===== src/hw/tcc_pkg.sv =====
// Package: register map, field positions and codes of the timer clock front end
package tcc_pkg;

	// ----------------------------------------
	// Register offsets (byte addresses)
	// ----------------------------------------
	localparam logic [7:0] CMD_OFFSET      = 8'h00;
	localparam logic [7:0] MODE_OFFSET     = 8'h04;
	localparam logic [7:0] COUNTER_OFFSET  = 8'h10;
	localparam logic [7:0] CAPA_OFFSET     = 8'h14;
	localparam logic [7:0] CAPB_OFFSET     = 8'h18;
	localparam logic [7:0] CMPC_OFFSET     = 8'h1c;
	localparam logic [7:0] STATUS_OFFSET   = 8'h20;
	localparam logic [7:0] ROUTING_OFFSET  = 8'hc4;

	// ----------------------------------------
	// Command register bits
	// ----------------------------------------
	localparam int CMD_ENABLE_BIT  = 0;
	localparam int CMD_DISABLE_BIT = 1;
	localparam int CMD_TRIGGER_BIT = 2;

	// ----------------------------------------
	// Mode register fields (capture layout)
	// ----------------------------------------
	localparam int MODE_CLKSEL_LSB   = 0;
	localparam int MODE_INVERT_BIT   = 3;
	localparam int MODE_GATE_LSB     = 4;
	localparam int MODE_BSTOP_BIT    = 6;
	localparam int MODE_BDIS_BIT     = 7;
	localparam int MODE_TRIGEDGE_LSB = 8;
	localparam int MODE_TRIGPIN_BIT  = 10;
	localparam int MODE_CMPTRIG_BIT  = 14;
	localparam int MODE_WAVE_BIT     = 15;
	localparam int MODE_LOADA_LSB    = 16;
	localparam int MODE_LOADB_LSB    = 18;
	localparam logic [31:0] MODE_WRITE_MASK = 32'h000f_c7ff;
	localparam logic [31:0] MODE_RESET      = 32'h0000_0000;

	// ----------------------------------------
	// Routing register fields
	// ----------------------------------------
	localparam int ROUTE_LINE0_LSB = 0;
	localparam int ROUTE_LINE1_LSB = 2;
	localparam int ROUTE_LINE2_LSB = 4;
	localparam logic [31:0] ROUTE_WRITE_MASK = 32'h0000_003f;
	localparam logic [31:0] ROUTE_RESET      = 32'h0000_0000;

	// ----------------------------------------
	// Status register bits
	// ----------------------------------------
	localparam int STAT_CLKON_BIT = 16;
	localparam int STAT_LINE0_BIT = 17;

	// ----------------------------------------
	// Prescaler: master_clock divided by 2, 8, 32, 128, 1024
	// ----------------------------------------
	localparam int PRESCALE_WIDTH = 10;
	localparam int DIV2_BIT       = 0;
	localparam int DIV8_BIT       = 2;
	localparam int DIV32_BIT      = 4;
	localparam int DIV128_BIT     = 6;
	localparam int DIV1024_BIT    = 9;

	// ----------------------------------------
	// Edge selection codes
	// ----------------------------------------
	localparam logic [1:0] EDGE_NONE    = 2'h0;
	localparam logic [1:0] EDGE_RISING  = 2'h1;
	localparam logic [1:0] EDGE_FALLING = 2'h2;
	localparam logic [1:0] EDGE_BOTH    = 2'h3;

	localparam int COUNT_WIDTH = 16;
	localparam int SYNC_STAGES = 2;

endpackage : tcc_pkg


===== src/hw/tcc_sync.sv =====
// Two-flip-flop synchroniser for a group of pin levels
`timescale 1ns/1ns
module tcc_sync #(
	parameter int WIDTH = 1
) (
	input  wire logic             sys_clk,
	input  wire logic             sys_rst,
	input  wire logic [WIDTH-1:0] asyncIn,
	output logic      [WIDTH-1:0] syncOut
);

	typedef struct packed {
		logic [WIDTH-1:0] stage1;
		logic [WIDTH-1:0] stage2;
	} tcc_sync_state_type;

	tcc_sync_state_type state_reg;
	tcc_sync_state_type state_next;

	always_comb begin
		state_next.stage1 = asyncIn;
		state_next.stage2 = state_reg.stage1;
	end

	always_ff @(posedge sys_clk or posedge sys_rst) begin
		if (sys_rst) begin
			state_reg <= '0;
		end else begin
			state_reg <= state_next;
		end
	end

	assign syncOut = state_reg.stage2;

endmodule : tcc_sync


===== src/hw/tcc_edge.sv =====
// Edge selector: one-cycle event on the chosen edge(s) of a sampled level
`timescale 1ns/1ns
module tcc_edge (
	input  wire logic       sys_clk,
	input  wire logic       sys_rst,
	input  wire logic       level,
	input  wire logic [1:0] edgeSel,
	output logic            edgeHit
);

	typedef struct packed {
		logic last;
	} tcc_edge_state_type;

	tcc_edge_state_type state_reg;
	tcc_edge_state_type state_next;
	logic               rise;
	logic               fall;

	always_comb begin
		state_next.last = level;
	end

	always_ff @(posedge sys_clk or posedge sys_rst) begin
		if (sys_rst) begin
			state_reg <= '0;
		end else begin
			state_reg <= state_next;
		end
	end

	assign rise = level & ~state_reg.last;
	assign fall = ~level & state_reg.last;

	always_comb begin
		case (edgeSel)
			tcc_pkg::EDGE_RISING:  edgeHit = rise;
			tcc_pkg::EDGE_FALLING: edgeHit = fall;
			tcc_pkg::EDGE_BOTH:    edgeHit = rise | fall;
			default:               edgeHit = 1'b0;
		endcase
	end

endmodule : tcc_edge


===== src/hw/tcc_channel.sv =====
// Timer channel clock and command front end with capture, behind a Wishbone slave
// Functional notes
// RULE_01: Line 0 source: 00 clock pin 0, 01 none, 10 io A1, 11 io A2.
// RULE_02: Line 1 source: 00 clock pin 1, 01 none, 10 io A0, 11 io A2.
// RULE_03: Line 2 source: 00 clock pin 2, 01 none, 10 io A0, 11 io A1.
// RULE_04: Enable command starts clock unless disable written together; zero does nothing.
// RULE_05: Disable command turns the counter clock off; zero does nothing.
// RULE_06: Software trigger clears the counter and starts the clock.
// RULE_07: Clock source: master divided by 2..1024, or shared lines 0..2.
// RULE_08: Invert bit picks rising or falling edge of selected clock for counting.
// RULE_09: Gate field leaves clock ungated or ANDs it with shared line 0..2.
// RULE_10: Stop-on-B-load stops the counter clock when capture B loads.
// RULE_11: Disable-on-B-load disables the counter clock when capture B loads.
// RULE_12: Mode register uses capture layout while wave select bit 15 is zero.
// RULE_13: Capture A loads counter on none, rising, falling or each io A edge.
// RULE_14: Capture B loads counter on none, rising, falling or each io A edge.
// RULE_15: External trigger edge selectable; pin select chooses io B or io A.
// RULE_16: Compare trigger on: match with compare C clears counter, starts clock.
// RULE_17: Source mux, then gate, then edge; count only while enabled, not stopped.
// RULE_18: Disabled clock stays off until enable command or a trigger.
`timescale 1ns/1ns
module tcc_channel (
	input  wire logic        sys_clk,
	input  wire logic        sys_rst,
	input  wire logic        wb_cyc_i,
	input  wire logic        wb_stb_i,
	input  wire logic        wb_we_i,
	input  wire logic [7:0]  wb_adr_i,
	input  wire logic [3:0]  wb_sel_i,
	input  wire logic [31:0] wb_dat_i,
	output logic      [31:0] wb_dat_o,
	output logic             wb_ack_o,
	input  wire logic [2:0]  clkInputPin,
	input  wire logic [2:0]  ioAPin,
	input  wire logic        ioBPin,
	output logic      [15:0] counterValue,
	output logic             counterClockOn
);

	// ----------------------------------------
	// State
	// ----------------------------------------
	typedef struct packed {
		logic [31:0]                        mode;
		logic [31:0]                        routing;
		logic [31:0]                        compareC;
		logic [tcc_pkg::COUNT_WIDTH-1:0]    counter;
		logic [tcc_pkg::COUNT_WIDTH-1:0]    captureA;
		logic [tcc_pkg::COUNT_WIDTH-1:0]    captureB;
		logic [tcc_pkg::PRESCALE_WIDTH-1:0] prescale;
		logic                               clkEnabled;
		logic                               clkStopped;
		logic                               countLevel;
		logic                               ack;
		logic [31:0]                        rdata;
	} tcc_chan_state_type;

	tcc_chan_state_type state_reg;
	tcc_chan_state_type state_next;

	logic [2:0]  clkPinSync;
	logic [2:0]  ioASync;
	logic        ioBSync;
	logic [2:0]  sharedLine;
	logic        selClock;
	logic        gatedClock;
	logic        countEdge;
	logic        trigLevel;
	logic        extTrigger;
	logic        loadAEvent;
	logic        loadBEvent;
	logic        wbAccess;
	logic        wbWrite;
	logic [31:0] byteMask;
	logic [31:0] readMux;
	logic        captureMode;
	logic        compareMatch;
	logic        cmdEnable;
	logic        cmdDisable;
	logic        cmdTrigger;
	logic        anyTrigger;
	logic [1:0]  line0Sel;
	logic [1:0]  line1Sel;
	logic [1:0]  line2Sel;
	logic [2:0]  clkSel;
	logic [1:0]  gateSel;

	// ----------------------------------------
	// Pin synchronisers
	// ----------------------------------------
	// Pins and sibling outputs are asynchronous to this clock
	tcc_sync #(
		.WIDTH(7)
	) pinSync (
		.sys_clk (sys_clk),
		.sys_rst (sys_rst),
		.asyncIn ({ioBPin, ioAPin, clkInputPin}),
		.syncOut ({ioBSync, ioASync, clkPinSync})
	);

	// ----------------------------------------
	// Shared line routing
	// ----------------------------------------
	assign line0Sel = state_reg.routing[tcc_pkg::ROUTE_LINE0_LSB +: 2];
	assign line1Sel = state_reg.routing[tcc_pkg::ROUTE_LINE1_LSB +: 2];
	assign line2Sel = state_reg.routing[tcc_pkg::ROUTE_LINE2_LSB +: 2];

	// Line code 01 leaves the line low
	always_comb begin
		case (line0Sel)
			2'h0:    sharedLine[0] = clkPinSync[0]; // RULE_01
			2'h2:    sharedLine[0] = ioASync[1];    // RULE_01
			2'h3:    sharedLine[0] = ioASync[2];    // RULE_01
			default: sharedLine[0] = 1'b0;
		endcase
		case (line1Sel)
			2'h0:    sharedLine[1] = clkPinSync[1]; // RULE_02
			2'h2:    sharedLine[1] = ioASync[0];    // RULE_02
			2'h3:    sharedLine[1] = ioASync[2];    // RULE_02
			default: sharedLine[1] = 1'b0;
		endcase
		case (line2Sel)
			2'h0:    sharedLine[2] = clkPinSync[2]; // RULE_03
			2'h2:    sharedLine[2] = ioASync[0];    // RULE_03
			2'h3:    sharedLine[2] = ioASync[1];    // RULE_03
			default: sharedLine[2] = 1'b0;
		endcase
	end

	// ----------------------------------------
	// Clock source, gating and counting edge
	// ----------------------------------------
	assign clkSel      = state_reg.mode[tcc_pkg::MODE_CLKSEL_LSB +: 3];
	assign gateSel     = state_reg.mode[tcc_pkg::MODE_GATE_LSB +: 2];
	assign captureMode = ~state_reg.mode[tcc_pkg::MODE_WAVE_BIT]; // RULE_12

	always_comb begin
		case (clkSel)
			3'h0:    selClock = state_reg.prescale[tcc_pkg::DIV2_BIT];    // RULE_07
			3'h1:    selClock = state_reg.prescale[tcc_pkg::DIV8_BIT];    // RULE_07
			3'h2:    selClock = state_reg.prescale[tcc_pkg::DIV32_BIT];   // RULE_07
			3'h3:    selClock = state_reg.prescale[tcc_pkg::DIV128_BIT];  // RULE_07
			3'h4:    selClock = state_reg.prescale[tcc_pkg::DIV1024_BIT]; // RULE_07
			3'h5:    selClock = sharedLine[0];                           // RULE_07
			3'h6:    selClock = sharedLine[1];                           // RULE_07
			default: selClock = sharedLine[2];                           // RULE_07
		endcase
		case (gateSel)
			2'h1:    gatedClock = selClock & sharedLine[0]; // RULE_09
			2'h2:    gatedClock = selClock & sharedLine[1]; // RULE_09
			2'h3:    gatedClock = selClock & sharedLine[2]; // RULE_09
			default: gatedClock = selClock;                 // RULE_09
		endcase
	end

	// Edge taken after gating; invert bit picks the falling edge
	assign countEdge = state_reg.mode[tcc_pkg::MODE_INVERT_BIT]
		? (~gatedClock & state_reg.countLevel)   // RULE_08
		: (gatedClock & ~state_reg.countLevel);  // RULE_08 RULE_17

	// ----------------------------------------
	// Trigger edge detection
	// ----------------------------------------
	assign trigLevel = state_reg.mode[tcc_pkg::MODE_TRIGPIN_BIT] ? ioASync[0] : ioBSync; // RULE_15

	tcc_edge trigEdge (
		.sys_clk (sys_clk),
		.sys_rst (sys_rst),
		.level   (trigLevel),
		.edgeSel (state_reg.mode[tcc_pkg::MODE_TRIGEDGE_LSB +: 2]),
		.edgeHit (extTrigger)
	);

	// ----------------------------------------
	// Capture edge detection
	// ----------------------------------------
	tcc_edge loadAEdge (
		.sys_clk (sys_clk),
		.sys_rst (sys_rst),
		.level   (ioASync[0]),
		.edgeSel (state_reg.mode[tcc_pkg::MODE_LOADA_LSB +: 2]),
		.edgeHit (loadAEvent)
	);

	tcc_edge loadBEdge (
		.sys_clk (sys_clk),
		.sys_rst (sys_rst),
		.level   (ioASync[0]),
		.edgeSel (state_reg.mode[tcc_pkg::MODE_LOADB_LSB +: 2]),
		.edgeHit (loadBEvent)
	);

	// ----------------------------------------
	// Wishbone decode
	// ----------------------------------------
	// Ack high blocks a second take while the master still holds stb
	assign wbAccess = wb_cyc_i & wb_stb_i & ~state_reg.ack;
	assign wbWrite  = wbAccess & wb_we_i;

	// ----------------------------------------
	// Byte lanes
	// ----------------------------------------
	generate
		for (genvar i = 0; i < 4; i++) begin : genMask
			assign byteMask[8*i +: 8] = {8{wb_sel_i[i]}};
		end
	endgenerate

	// ----------------------------------------
	// Command decode
	// ----------------------------------------
	assign cmdEnable  = wbWrite && wb_adr_i == tcc_pkg::CMD_OFFSET && wb_sel_i[0]
		&& wb_dat_i[tcc_pkg::CMD_ENABLE_BIT];
	assign cmdDisable = wbWrite && wb_adr_i == tcc_pkg::CMD_OFFSET && wb_sel_i[0]
		&& wb_dat_i[tcc_pkg::CMD_DISABLE_BIT];
	assign cmdTrigger = wbWrite && wb_adr_i == tcc_pkg::CMD_OFFSET && wb_sel_i[0]
		&& wb_dat_i[tcc_pkg::CMD_TRIGGER_BIT];

	// ----------------------------------------
	// Compare and trigger sources
	// ----------------------------------------
	// Match is judged on the counting edge, before the increment
	assign compareMatch = captureMode && countEdge && state_reg.clkEnabled
		&& !state_reg.clkStopped
		&& state_reg.counter == state_reg.compareC[tcc_pkg::COUNT_WIDTH-1:0];

	assign anyTrigger = cmdTrigger // RULE_06
		| (captureMode & extTrigger) // RULE_15
		| (compareMatch & state_reg.mode[tcc_pkg::MODE_CMPTRIG_BIT]); // RULE_16

	// ----------------------------------------
	// Read data
	// ----------------------------------------
	// Write-only and unmapped offsets read as zero
	always_comb begin
		case (wb_adr_i)
			tcc_pkg::MODE_OFFSET:    readMux = state_reg.mode;
			tcc_pkg::COUNTER_OFFSET: readMux = {16'h0000, state_reg.counter};
			tcc_pkg::CAPA_OFFSET:    readMux = {16'h0000, state_reg.captureA};
			tcc_pkg::CAPB_OFFSET:    readMux = {16'h0000, state_reg.captureB};
			tcc_pkg::CMPC_OFFSET:    readMux = state_reg.compareC;
			tcc_pkg::STATUS_OFFSET:  readMux = {12'h000, sharedLine, state_reg.clkEnabled,
			                                    16'h0000};
			tcc_pkg::ROUTING_OFFSET: readMux = state_reg.routing;
			default:                 readMux = 32'h0000_0000;
		endcase
	end

	// ----------------------------------------
	// Next state
	// ----------------------------------------
	always_comb begin
		state_next            = state_reg;
		state_next.ack        = wbAccess;
		// Free-running divider; each bit is a divided master clock
		state_next.prescale   = state_reg.prescale + 1'b1;
		state_next.countLevel = gatedClock;
		// Read data is latched with the take and stands until the next access
		if (wbAccess) begin
			state_next.rdata = wb_we_i ? 32'h0000_0000 : readMux;
		end

		// Register writes
		if (wbWrite) begin
			case (wb_adr_i)
				tcc_pkg::MODE_OFFSET: begin
					state_next.mode = (state_reg.mode & ~(byteMask & tcc_pkg::MODE_WRITE_MASK))
						| (wb_dat_i & byteMask & tcc_pkg::MODE_WRITE_MASK); // RULE_12
				end
				tcc_pkg::CMPC_OFFSET: begin
					state_next.compareC = (state_reg.compareC & ~byteMask)
						| (wb_dat_i & byteMask & 32'h0000_ffff);
				end
				tcc_pkg::ROUTING_OFFSET: begin
					state_next.routing = (state_reg.routing & ~(byteMask & tcc_pkg::ROUTE_WRITE_MASK))
						| (wb_dat_i & byteMask & tcc_pkg::ROUTE_WRITE_MASK);
				end
				default: begin
				end
			endcase
		end

		// Counting only while enabled and not stopped
		if (state_reg.clkEnabled && !state_reg.clkStopped && countEdge) begin
			state_next.counter = state_reg.counter + 1'b1; // RULE_17
		end

		// Captures in capture layout only
		if (captureMode && loadAEvent) begin
			state_next.captureA = state_reg.counter; // RULE_13
		end
		// Load B stop or disable is overridden by an enable command or a trigger in the same cycle
		if (captureMode && loadBEvent) begin
			state_next.captureB = state_reg.counter; // RULE_14
			if (state_reg.mode[tcc_pkg::MODE_BSTOP_BIT]) begin
				state_next.clkStopped = 1'b1; // RULE_10
			end
			if (state_reg.mode[tcc_pkg::MODE_BDIS_BIT]) begin
				state_next.clkEnabled = 1'b0; // RULE_11 RULE_18
			end
		end

		// Enable command restarts; disable wins over enable
		if (cmdEnable && !cmdDisable) begin
			state_next.clkEnabled = 1'b1; // RULE_04 RULE_18
			state_next.clkStopped = 1'b0;
		end

		// Trigger clears counter and starts the clock
		if (anyTrigger) begin
			state_next.counter    = '0;   // RULE_06 RULE_16
			state_next.clkEnabled = 1'b1; // RULE_18
			state_next.clkStopped = 1'b0;
		end

		if (cmdDisable) begin
			state_next.clkEnabled = 1'b0; // RULE_05
		end
	end

	// ----------------------------------------
	// State register
	// ----------------------------------------
	always_ff @(posedge sys_clk or posedge sys_rst) begin
		if (sys_rst) begin
			state_reg         <= '0;
			state_reg.mode    <= tcc_pkg::MODE_RESET;
			state_reg.routing <= tcc_pkg::ROUTE_RESET;
		end else begin
			state_reg <= state_next;
		end
	end

	// ----------------------------------------
	// Outputs
	// ----------------------------------------
	assign wb_ack_o       = state_reg.ack;
	assign wb_dat_o       = state_reg.rdata;
	assign counterValue   = state_reg.counter;
	assign counterClockOn = state_reg.clkEnabled & ~state_reg.clkStopped;

endmodule : tcc_channel


===== config.mk =====
export PLATFORM = sky130hd
export DESIGN_NAME = tcc_channel
export DESIGN_NICKNAME = d
export VERILOG_FILES = /design/src/hw/tcc_pkg.sv /design/src/hw/tcc_sync.sv /design/src/hw/tcc_edge.sv /design/src/hw/tcc_channel.sv
export SDC_FILE = /design/constraint.sdc
export NUM_CORES = 1
export LEC_CHECK = 0
export ABC_AREA = 1
export BUFFER_PORTS_ARGS = -buffer_cell sky130_fd_sc_hd__buf_2
export CAP_MARGIN = 20
export CORE_MARGIN = 10
export CORE_UTILIZATION = 25
export DETAILED_ROUTE_END_ITERATION = 7
export GPL_TIMING_DRIVEN = 0
export PLACE_DENSITY_LB_ADDON = 0.2
export SLEW_MARGIN = 20
export SYNTH_ARGS = -nofsm -noshare
export SYNTH_HDL_FRONTEND = slang
export SYNTH_SLANG_ARGS = --single-unit

===== constraint.sdc =====
create_clock -name sys_clk -period 5.95 [get_ports sys_clk]
set_input_delay 0.2975 -clock sys_clk [delete_from_list [all_inputs] [get_ports sys_clk]]
set_output_delay 0.2975 -clock sys_clk [all_outputs]
set_load 0.1 [all_outputs]

After elaboration in Yosys (flattened, before gate mapping) --
Cells that the tools add are included.
Word-level totals: memories 0, output and inout bits 50, flip-flop bits (word level) 206, RAM bits 0, logic and storage cells 139, input bits 56, latch bits 0, ROM bits 0
Cells by class: multipliers 0, add/subtract/negate cells 2, muxes and demuxes 20, div/mod/pow operators 0, bitwise gates (word level) 38, magnitude comparators 0, shift operators 0, eq/ne operators 32, reduce and logical (&&, ||, !) cells 31
Operator list (number):
- 32-bit case mux with 7 select lines | 1
- 32-bit AND | 3
- 8-bit by 5-bit equality test with 1-bit output, second input constant | 4
- 16-bit two-way mux | 2
- 32-bit two-way mux | 1
- 20-bit NOT with 32-bit output | 1
- 32-bit NOT | 1
- 6-bit NOT with 32-bit output | 1
- 32-bit by 16-bit bitwise OR with 32-bit output | 1
- 32-bit by 20-bit bitwise OR with 32-bit output | 1
- 32-bit by 6-bit bitwise OR with 32-bit output | 1
- 2-bit equality test, second input constant | 14
- 1-bit case mux with 3 select lines | 7
- 20-bit AND | 1
- 16-bit by 1-bit adder with 16-bit output, second input constant | 1
- 16-bit equality test | 1
- 1-bit AND | 15
- 1-bit logical AND | 14
- 10-bit by 1-bit adder with 10-bit output, second input constant | 1
- 2-bit AND reduction | 5
- 3-bit equality test, second input constant | 3
- 1-bit NOT | 9
- 2-bit by 1-bit equality test with 1-bit output, second input constant | 4
- 8-bit by 3-bit equality test with 1-bit output, second input constant | 1
- other kinds (15) | 30

Depth between registers and ports, before layout --
Gate-level depths: netlist of the first run.
depth in word-level cells 16, gate-level depth with buffers 14, gate-level depth less buffers 14

Cells and area by module --
Synthesis of the first run repeated with hierarchy kept, for this count alone.
Second synthesis, totals: cells, all modules 936, area, all modules 8186.6 µm²
Modules (own cells, without submodules):
- tcc_channel | area an instance 7554.7 µm², cells each 882, instances 1, sequential area each 3728.6 µm²
- tcc_sync | area an instance 354.1 µm², cells each 15, instances 1, sequential area each 350.3 µm²
- tcc_edge | area an instance 92.6 µm², cells each 13, instances 3, sequential area each 25.0 µm²

Worst setup path before layout of the first run --
Ideal clock, no wire load.
path type register to register, start point reg state_reg[35] in the netlist's numbering, end point reg state_reg, in the netlist counterValue[12], arrival 2.533 ns, path slack 3.352 ns, cell stages (with the launch flop) 8, data required time 5.885 ns, path through dfrtp_1 > inv_1 > nor2_1 > nand3_2 > inv_2 > buf_6 > nand4_1 > nand2_1
Between the ends: word-level cells in the longest chain between the ends 6
RTL lines:
- start: declaration | line tcc_channel.sv:58 | tcc_chan_state_type state_reg;
- start signal: assignment | line tcc_channel.sv:330 | state_reg <= state_next;
- 1-bit logical AND | line tcc_channel.sv:223 | assign compareMatch = captureMode && countEdge && state_reg.clkEnabled
- 1-bit logical AND | line tcc_channel.sv:224 | && !state_reg.clkStopped
- 1-bit logical AND | line tcc_channel.sv:225 | && state_reg.counter == state_reg.compareC[tcc_pkg::COUNT_WIDTH-1:0];
- 1-bit AND | line tcc_channel.sv:229 | | (compareMatch & state_reg.mode[tcc_pkg::MODE_CMPTRIG_BIT]);
- 1-bit bitwise OR | line tcc_channel.sv:229
- 16-bit two-way mux or 2-bit nonzero test (tied branches)
Several ways; a longest one is shown, not always the timed one. A chain may end at the register's enable or synchronous reset.

Worst setup path in the final report of the first run --
start point reg pinSync.state_reg, in the netlist pinSync.syncOut[3], end point reg state_reg, in the netlist counterValue[11]
RTL lines:
- start: declaration | line tcc_sync.sv:17 | tcc_sync_state_type state_reg;
- start signal: assignment | line tcc_sync.sv:29 | state_reg <= state_next;
- 1-bit two-way mux * | line tcc_channel.sv:164 | assign trigLevel = state_reg.mode[tcc_pkg::MODE_TRIGPIN_BIT] ? ioASync[0] : ioBSync;
- named net trigEdge.level | line tcc_edge.sv:6 | input wire logic level,
- 1-bit NOT | line tcc_edge.sv:33 | assign fall = ~level & state_reg.last;
- 1-bit AND | line tcc_edge.sv:33
- 1-bit bitwise OR | line tcc_edge.sv:39 | tcc_pkg::EDGE_BOTH: edgeHit = rise | fall;
- 1-bit case mux with 3 select lines * | line tcc_edge.sv:36 | case (edgeSel)
- 1-bit AND * | line tcc_channel.sv:228 | | (captureMode & extTrigger)
- 1-bit bitwise OR * | line tcc_channel.sv:228
- 1-bit bitwise OR * | line tcc_channel.sv:229
- 16-bit two-way mux or 2-bit nonzero test (tied branches)
Mark *: on every way through the listed nets, which the timed path passes. The rest lies on a longest branch.

==> parameters.txt, run 1 <==
Parameter                              Value

Outcome
  Outcome    completed

Power
  Leak    approximately 4.8 nW
  Power share of the combinational group    between 15 and 20%
  Clk pwr share    38.6%
  Design Power    0.00293 W
  Internal cell power    0.00197 W
  Peak VDD IR    0.398 mV
  Sequential Power Share    43.5%
  Power Dens Cells    304 mW/mm2
  Switching power as a share of total power    32.7%
  Net Sw Power    0.000958 W

Finish
  Antenna Cells    0
  Fraction of final layout cells with drive strength greater than 1    21.0%
  Post-layout nets    approximately 1100
  Most common cell after layout, fill and taps aside    sky130_fd_sc_hd__nand2_1
  Area growth, synth to finish    21.6%
  Commonest non-fill, non-tap cells in the layout    sky130_fd_sc_hd__nand2_1 (207), sky130_fd_sc_hd__dfrtp_1 (165), sky130_fd_sc_hd__inv_1 (113)
  Number of filler cells placed in the layout    3428
  Number of non-filler instances in the completed layout    1461

Synth
  Total number of yosys warnings    0
  Most used flip-flop cell after synthesis    sky130_fd_sc_hd__dfrtp_1
  Synth Area per Inst    8.57 um2
  Number of synthesized register bits    about 170
  Number of synthesized flops with an enable pin    0
  Post-synthesis instance area    around 0.0079 mm2
  Part of the Yosys area used for sequential elements    between 50 and 60%
  Mapped Nets    986
  Async set-reset flop share out of synthesis    100%
  Synth Instances    924
  Netlist cell types    35

Die
  Initial cell density of the core    between 20% and 30%
  Die outline width    198 um
  Cell Rows    65
  Count of pins on the block boundary    roughly 110
  Floorplan die height    198 um
  Standard cell core area    0.0314 mm2
  Die Footprint    0.0392 mm2

Place
  Post-DP HPWL    19000 um
  Post-placement worst setup slack    3.64 ns
  Global placer's final weighted congestion    0.834
  Number of I/O port buffers    93
  Post-Place Cells    between 1000 and 1500

Clocking
  CTS buffer count    17
  Post-CTS Setup Bufs    0
  Clock transition at the register clock pins on the worst setup and hold paths after CTS    0.07 ns
  CTS root buf    sky130_fd_sc_hd__clkbuf_16
  Clock sink total    ~170
  CTS tree    built
  Max H-tree Level    4
  Maximum count of clock buffers along a single path    2
  Clk_lat worst skew    ~0.44 ns

Timing
  Final setup violation count    0
  Fin Clk Skew    0.0116 ns
  Hold Vio Cnt, Final    0
  Final period utilization    between 30 and 40%
  Unrepaired setup endpoints after global routing    false
  Worst path setup slack after routing    ~3.6 ns
  Slew Limit Fails    0
  Least-Margin Pin Slew    0.752 ns
  Slew HR    49.4%
  Highest achievable clock rate    between 400 and 500 MHz
  Post-layout minimum cycle time    2.31 ns

Run
  Max-capacitance violation count    0

Critical path
  Register-to-Register Setup Slack    3.64 ns
  Critical path start-end classification    reg2reg
  CP arrival    between 2 and 3 ns
  Highest net fanout along the worst path    10
  Launch instance of the worst register-to-register path    pinSync.syncOut[3]$_DFF_PP0_
  Capture point of the critical path    counterValue[11]$_DFFE_PP0P_
  First element of the critical path    pinSync.syncOut[3]$_DFF_PP0_
  Number of cells on the worst reg-to-reg path    12
  Type of element launching the critical path    flop
  Worst EP required    around 6.3 ns
  Capturing point of the worst reg2reg path    counterValue[11]$_DFFE_PP0P_
  Capturing element type of the critical path    flop

Min path
  Type of the most critical hold path    in2reg

Drt
  Average via count per standard cell    4.44
  Drt wl/cell    16.9 um
  Post-detailed-route count of antenna-violating nets    0
  Detailed-route DRC error count    0
  Overall via count from detail_route    6482
  Pre-Repair DR Iteration Count    5
  Final wirelength    24700 um
  Violation count after the first detailed-routing iteration    575

GRT
  Pin count of the biggest net entering global routing    86
  First-pass GRT wire length    39000 um
  Overall global routing resource usage    13.0%
  Overflow left after global routing    0
  Vias in the first global route    between 6000 and 7000
  Initial antenna violation count    0
## layout make-up
| cell class | instances | area (um2) | area share (%) |
|---|---|---|---|
| flip-flops and latches | 165 | 4130 | 42.9 |
| multi-input cells | 565 | 2860 | 29.6 |
| repair buffers | 103 | 601 | 6.23 |
| well taps | 402 | 503 | 5.22 |
| plain buffers | 73 | 483 | 5.01 |
| inverters | 121 | 462 | 4.79 |
| clock buffers | 19 | 453 | 4.70 |
| clock inverters | 13 | 148 | 1.53 |
## what timing repair did
item                                   CTS  global route
endpoints found under the hold margin   27             0
hold buffers                             8             0
gates resized for setup                  0             0
## power by group through the flow
| stage | Sequential (W) | Clock, W | Combinational (W) |
|---|---|---|---|
| 2_1_floorplan | 0.00126 | 0 | 0.000402 |
| 3_3_place_gp | 0.00129 | 0 | 0.000522 |
| 3_5_place_dp | 0.00129 | 0 | 0.000527 |
| 4_1_cts | 0.00127 | 0.00116 | 0.000533 |
| 5_1_grt | 0.00128 | 0.00121 | 0.000582 |
| 6_report | 0.00127 | 0.00113 | 0.000525 |
## per-stage QoR
step,util (%),cell area (um2),hold WS (ns),setup TNS (ns)
floorplan,-,7920,0.329,0
global placement,28.3,8890,0.336,-198.01
detailed placement,28.5,8950,0.243,0
CTS,30.7,9630,0.0644,0
global route,30.7,9630,0.0854,0
finish,30.7,9630,0.0813,0
## kinds of logic (layout without fill, tap and decap cells)
| kind of cell | count (synthesis) | in the layout | share of synthesized area [%] |
|---|---|---|---|
| AOI/OAI and AO/OA | 168 | 168 | 12.2 |
| adders and majority gates | 6 | 6 | 0.948 |
| DFF | 165 | 165 | 52.1 |
| xor gates and xnor gates | 24 | 24 | 2.65 |
| buffers and inverters | 194 | 329 | 11.8 |
| and+or+nand+nor | 364 | 364 | 19.9 |
| muxes | 3 | 3 | 0.426 |
## worst min path at each step
stage	start	to	depth (start not counted)	slack [ns]
finish	wb_dat_i[11]	flop	2	0.08
global route	wb_dat_i[11]	flop	2	0.09
CTS	wb_dat_i[11]	flop	2	0.06
detailed placement	sys_rst	wb_dat_o[20]$_DFFE_PP0P_	2	0.24
global placement	pinSync.state_next[3]$_DFF_PP0_	pinSync.syncOut[3]$_DFF_PP0_	0	0.34
floorplan	clkInputPin[0]	pinSync.state_next[0]$_DFF_PP0_	0	0.33
## synthesized netlist by cell type (2+ instances only)
library cell / count / share of area [%]
sky130_fd_sc_hd__nand2_1: 207 / 9.8
sky130_fd_sc_hd__dfrtp_1: 165 / 52
sky130_fd_sc_hd__inv_1: 114 / 5.4
sky130_fd_sc_hd__o21ai_0: 93 / 5.9
sky130_fd_sc_hd__nor2_1: 50 / 2.4
sky130_fd_sc_hd__buf_4: 49 / 4.6
sky130_fd_sc_hd__nand3_1: 49 / 3.1
sky130_fd_sc_hd__nand4_1: 21 / 1.7
sky130_fd_sc_hd__a21oi_1: 19 / 1.2
sky130_fd_sc_hd__xor2_1: 19 / 2.1
sky130_fd_sc_hd__nor3_1: 18 / 1.1
sky130_fd_sc_hd__clkbuf_1: 14 / 0.66
sky130_fd_sc_hd__o21ai_1: 14 / 0.88
sky130_fd_sc_hd__a221oi_1: 11 / 1.2
sky130_fd_sc_hd__o21ai_2: 10 / 1.1
sky130_fd_sc_hd__nor2_2: 9 / 0.71
sky130_fd_sc_hd__o22ai_1: 9 / 0.71
sky130_fd_sc_hd__buf_2: 8 / 0.51
sky130_fd_sc_hd__o211ai_1: 7 / 0.66
sky130_fd_sc_hd__ha_1: 6 / 0.95
sky130_fd_sc_hd__inv_2: 6 / 0.28
sky130_fd_sc_hd__nand2_2: 5 / 0.39
sky130_fd_sc_hd__xnor2_1: 5 / 0.55
sky130_fd_sc_hd__a211oi_1: 2 / 0.19
sky130_fd_sc_hd__buf_6: 2 / 0.28
sky130_fd_sc_hd__mux2_2: 2 / 0.28
sky130_fd_sc_hd__nor4_1: 2 / 0.16
## worst max-delay path: stages (launching register included)
cell and delay, ns:
sky130_fd_sc_hd__dfrtp_1 0.45, sky130_fd_sc_hd__inv_1 0.16, sky130_fd_sc_hd__nand2_1 0.06, sky130_fd_sc_hd__o21ai_0 0.10, sky130_fd_sc_hd__inv_1 0.10, sky130_fd_sc_hd__ha_1 0.28, sky130_fd_sc_hd__nand3_1 0.08, sky130_fd_sc_hd__o211ai_1 0.09
sky130_fd_sc_hd__o21ai_1 0.26, sky130_fd_sc_hd__inv_1 0.20, sky130_fd_sc_hd__buf_2 0.23, sky130_fd_sc_hd__nand4_1 0.11, sky130_fd_sc_hd__nand2_1 0.06
## routing by layer
layer	wire length [um]	track usage [%]	share of wire (%)	vias to the layer above
met5	0	0	0	-
met4	278	3.62	1.1	0
met3	1260	3.07	5.1	15
met2	10900	19.5	44	144
met1	12300	18.2	50	3114
li1	-	-	-	3209
Power figures use the tool's default switching activity.
==> inputs of run 2 (changes only) <==
==> constraint.sdc (replaced) <==
create_clock -name sys_clk -period 2.15 [get_ports sys_clk]
set_input_delay 0.1075 -clock sys_clk [delete_from_list [all_inputs] [get_ports sys_clk]]
set_output_delay 0.1075 -clock sys_clk [all_outputs]
set_load 0.1 [all_outputs]
==> run 2 against run 1 <==
Compared with the run above:
- routed wire length up 1.5%
- non-clock buffer count increased by 25
- maximum frequency is 15% higher
- hold slack got worse by 0.072 ns
- critical path type unchanged
==> parameters.txt, run 2 (same netlist as run 1, synthesis figures left out) <==
Parameter                              Value

Outcome
  Outcome    completed (unchanged)

Min path
  Number of instances on the worst hold path    3 (was 2)
  Startpoint of the most critical hold path    wb_dat_i[5] (was wb_dat_i[11])
  Type of the most critical hold path    in2reg (unchanged)

Timing
  Unrepaired setup endpoints after global routing    false (unchanged)
  Slew HR    50.0% (was 49.4%)
  Final period utilization    93.5% (was 38.9%)
  Slew Limit Fails    0 (unchanged)
  Highest achievable clock rate    497 MHz (was 433 MHz)
  Hold Vio Cnt, Final    0 (unchanged)
  Least-Margin Pin Slew    0.743 ns (was 0.752 ns)
  Post-layout minimum cycle time    2.01 ns (was 2.31 ns)
  Fin Clk Skew    0.0116 ns (about the same)
  Final setup violation count    0 (unchanged)

Clocking
  Clk_lat worst skew    0.45 ns (was 0.44 ns)
  CTS buffer count    17 (unchanged)
  Max H-tree Level    4 (unchanged)
  Clock sink total    165 (unchanged)
  Clock transition at the register clock pins on the worst setup and hold paths after CTS    0.08 ns (was 0.07 ns)
  CTS root buf    sky130_fd_sc_hd__clkbuf_16 (unchanged)
  CTS tree    built (unchanged)
  Maximum count of clock buffers along a single path    2 (unchanged)

Power
  Power Dens Cells    813 mW/mm2 (was 304 mW/mm2)
  Peak VDD IR    0.823 mV (was 0.398 mV)
  Design Power    0.00808 W (was 0.00293 W)
  Leak    4.89 nW (was 4.75 nW)

Critical path
  Capturing point of the worst reg2reg path    counterValue[9]$_DFFE_PP0P_ (was counterValue[11]$_DFFE_PP0P_)
  Highest net fanout along the worst path    8 (was 10)
  Type of element launching the critical path    flop (unchanged)
  Launch instance of the worst register-to-register path    counterValue[3]$_DFFE_PP0P_ (was pinSync.syncOut[3]$_DFF_PP0_)
  Critical path start-end classification    reg2reg (unchanged)
  Worst EP required    2.49 ns (was 6.27 ns)
  Capturing element type of the critical path    flop (unchanged)
  Cell with the most instances on the worst path    sky130_fd_sc_hd__inv_1 (unchanged)
  Critical Path Max Stage Delay    0.67 ns (was 0.45 ns)
  Cell type of the slowest stage on the worst timing path    sky130_fd_sc_hd__nor4_1 (was sky130_fd_sc_hd__dfrtp_1)
  Register-to-Register Setup Slack    0.14 ns (was 3.64 ns)
  CP arrival    2.35 ns (was 2.63 ns)
  Number of cells on the worst reg-to-reg path    7 (was 12)
  List of cells traversed by the critical path    inv_1, nor4_1, nand3_1, xor2_1, inv_1, nand4_1, nand2_1 (was inv_1, nand2_1, o21ai_0, inv_1, ha_1, nand3_1, o211ai_1, o21ai_1, inv_1, buf_2, nand4_1, nand2_1)

Drt
  Overall via count from detail_route    6562 (was 6482)
  Drt wl/cell    16.8 um (was 16.9 um)
  Average via count per standard cell    4.42 (was 4.44)
  Final wirelength    25000 um (was 24700 um)
  Violation count after the first detailed-routing iteration    508 (was 575)
  Post-detailed-route count of antenna-violating nets    0 (unchanged)
  Detailed-route DRC error count    0 (unchanged)
  Pre-Repair DR Iteration Count    5 (unchanged)

GRT
  First-pass GRT wire length    39800 um (was 39000 um)
  Pin count of the biggest net entering global routing    31 (was 86)
  Overall global routing resource usage    13.2% (was 13.0%)
  Initial antenna violation count    0 (unchanged)
  Overflow left after global routing    0 (unchanged)
  Vias in the first global route    6679 (was 6516)

Place
  Post-place instance area    0.00902 mm2 (was 0.00895 mm2)
  Number of I/O port buffers    93 (unchanged)
  Post-DP HPWL    19300 um (was 19000 um)
  Global placer's final weighted congestion    0.824 (was 0.834)

Die
  Count of pins on the block boundary    106 (unchanged)
  Standard cell core area    0.0314 mm2 (unchanged)
  Floorplan die height    198 um (unchanged)
  Die Footprint    0.0392 mm2 (unchanged)
  Die outline width    198 um (unchanged)
  Initial cell density of the core    25.2% (unchanged)
  Cell Rows    65 (unchanged)

Finish
  Antenna Cells    0 (unchanged)
  Final instance area    0.00994 mm2 (was 0.00963 mm2)
  Commonest non-fill, non-tap cells in the layout    sky130_fd_sc_hd__nand2_1 (204), sky130_fd_sc_hd__dfrtp_1 (162), sky130_fd_sc_hd__inv_1 (111) (was sky130_fd_sc_hd__nand2_1 (207), sky130_fd_sc_hd__dfrtp_1 (165), sky130_fd_sc_hd__inv_1 (113))
  Number of filler cells placed in the layout    3395 (was 3428)
  Post-layout util    31.7% (was 30.7%)
  Fraction of final layout cells with drive strength greater than 1    22.9% (was 21.0%)
  Most common cell after layout, fill and taps aside    sky130_fd_sc_hd__nand2_1 (unchanged)
  Post-layout nets    1133 (was 1108)
  Area growth, synth to finish    25.4% (was 21.6%)

Run
  Max-capacitance violation count    0 (unchanged)
## run 2: changes by cell type in the layout (fill, tap and decap cells not counted), moves of 3 or more
cell and delta:
sky130_fd_sc_hd__clkbuf_2 +5, sky130_fd_sc_hd__clkbuf_1 -5, sky130_fd_sc_hd__dlygate4sd3_1 +17, sky130_fd_sc_hd__dfrtp_1 -3
sky130_fd_sc_hd__buf_12 +5, sky130_fd_sc_hd__buf_2 -3, sky130_fd_sc_hd__buf_4 +7, sky130_fd_sc_hd__nand2_1 -3
sky130_fd_sc_hd__dfrtp_2 +3, sky130_fd_sc_hd__inv_8 +5, sky130_fd_sc_hd__nand2_2 +3
## run 2: power by group
group / leakage, nW / internal, W / switching, W
clock network: 0.279 / 0.00155 / 0.00149
logic: 2.50 / 0.000417 / 0.00110
registers: 2.11 / 0.00329 / 0.000228
## run 2: metal layers
metal  track usage [%]  vias to the layer above  wire length, um
met4              4.87                        0              444
met2              19.8                      134            11100
met5                 0                        -                0
met1              18.4                     3152            12300
met3              2.68                       25             1190
li1                  -                     3251                -
## run 2: repair_timing
item | CTS | global route
setup endpoints to repair | 17 | 37
setup buffers | 0 | 4
hold buffers | 25 | 0
gates resized for setup | 5 | 28
endpoints found under the hold margin | 48 | 0
pin swaps | 0 | 2
## run 2: worst max path at each step
| stage | startpoint | endpoint | slack (ns) |
|---|---|---|---|
| floorplan | sys_rst | asynchronous set/reset pin | -0.06 |
| global placement | sys_rst | pinSync.state_next[6]$_DFF_PP0_ | -1.37 |
| detailed placement | pinSync.syncOut[3]$_DFF_PP0_ | counterValue[14]$_DFFE_PP0P_ | -0.12 |
| CTS | wb_ack_o$_DFF_PP0_ | state_reg[34]$_DFFE_PP0P_ | 0.02 |
| global route | flop | counterValue[4]$_DFFE_PP0P_ | 0.0002 |
| finish | counterValue[3]$_DFFE_PP0P_ | counterValue[9]$_DFFE_PP0P_ | 0.14 |
## run 2: cell type report
type | count | area, um2 | share of cell area (%)
buffer | 73 | 497 | 5.00
sequential | 165 | 4130 | 41.6
clock buffer | 17 | 425 | 4.28
clock inverter | 15 | 151 | 1.52
timing repair buffer | 128 | 873 | 8.79
multi-input combinational | 565 | 2890 | 29.1
tap | 402 | 503 | 5.06
inverter | 121 | 460 | 4.63
## run 2: critical path, delay by kind of cell (launching register included)
kind	cells	cell delay (ns)
flops	1	0.46
simple gates	4	0.99
xor+xnor	1	0.19
buf+inv	2	0.27
## run 2: per-stage QoR
stage          setup slack [ns]  setup TNS (ns)  hold slack, ns  std cells
2_1_floorplan           -0.0563           -9.29           0.139        924
3_3_place_gp              -1.37         -225.47           0.219       1419
3_5_place_dp             -0.116           -1.37           0.148       1425
4_1_cts                  0.0194               0         0.00346       1482
5_1_grt                0.000227               0         0.00278       1486
6_report                  0.139               0         0.00968       1486
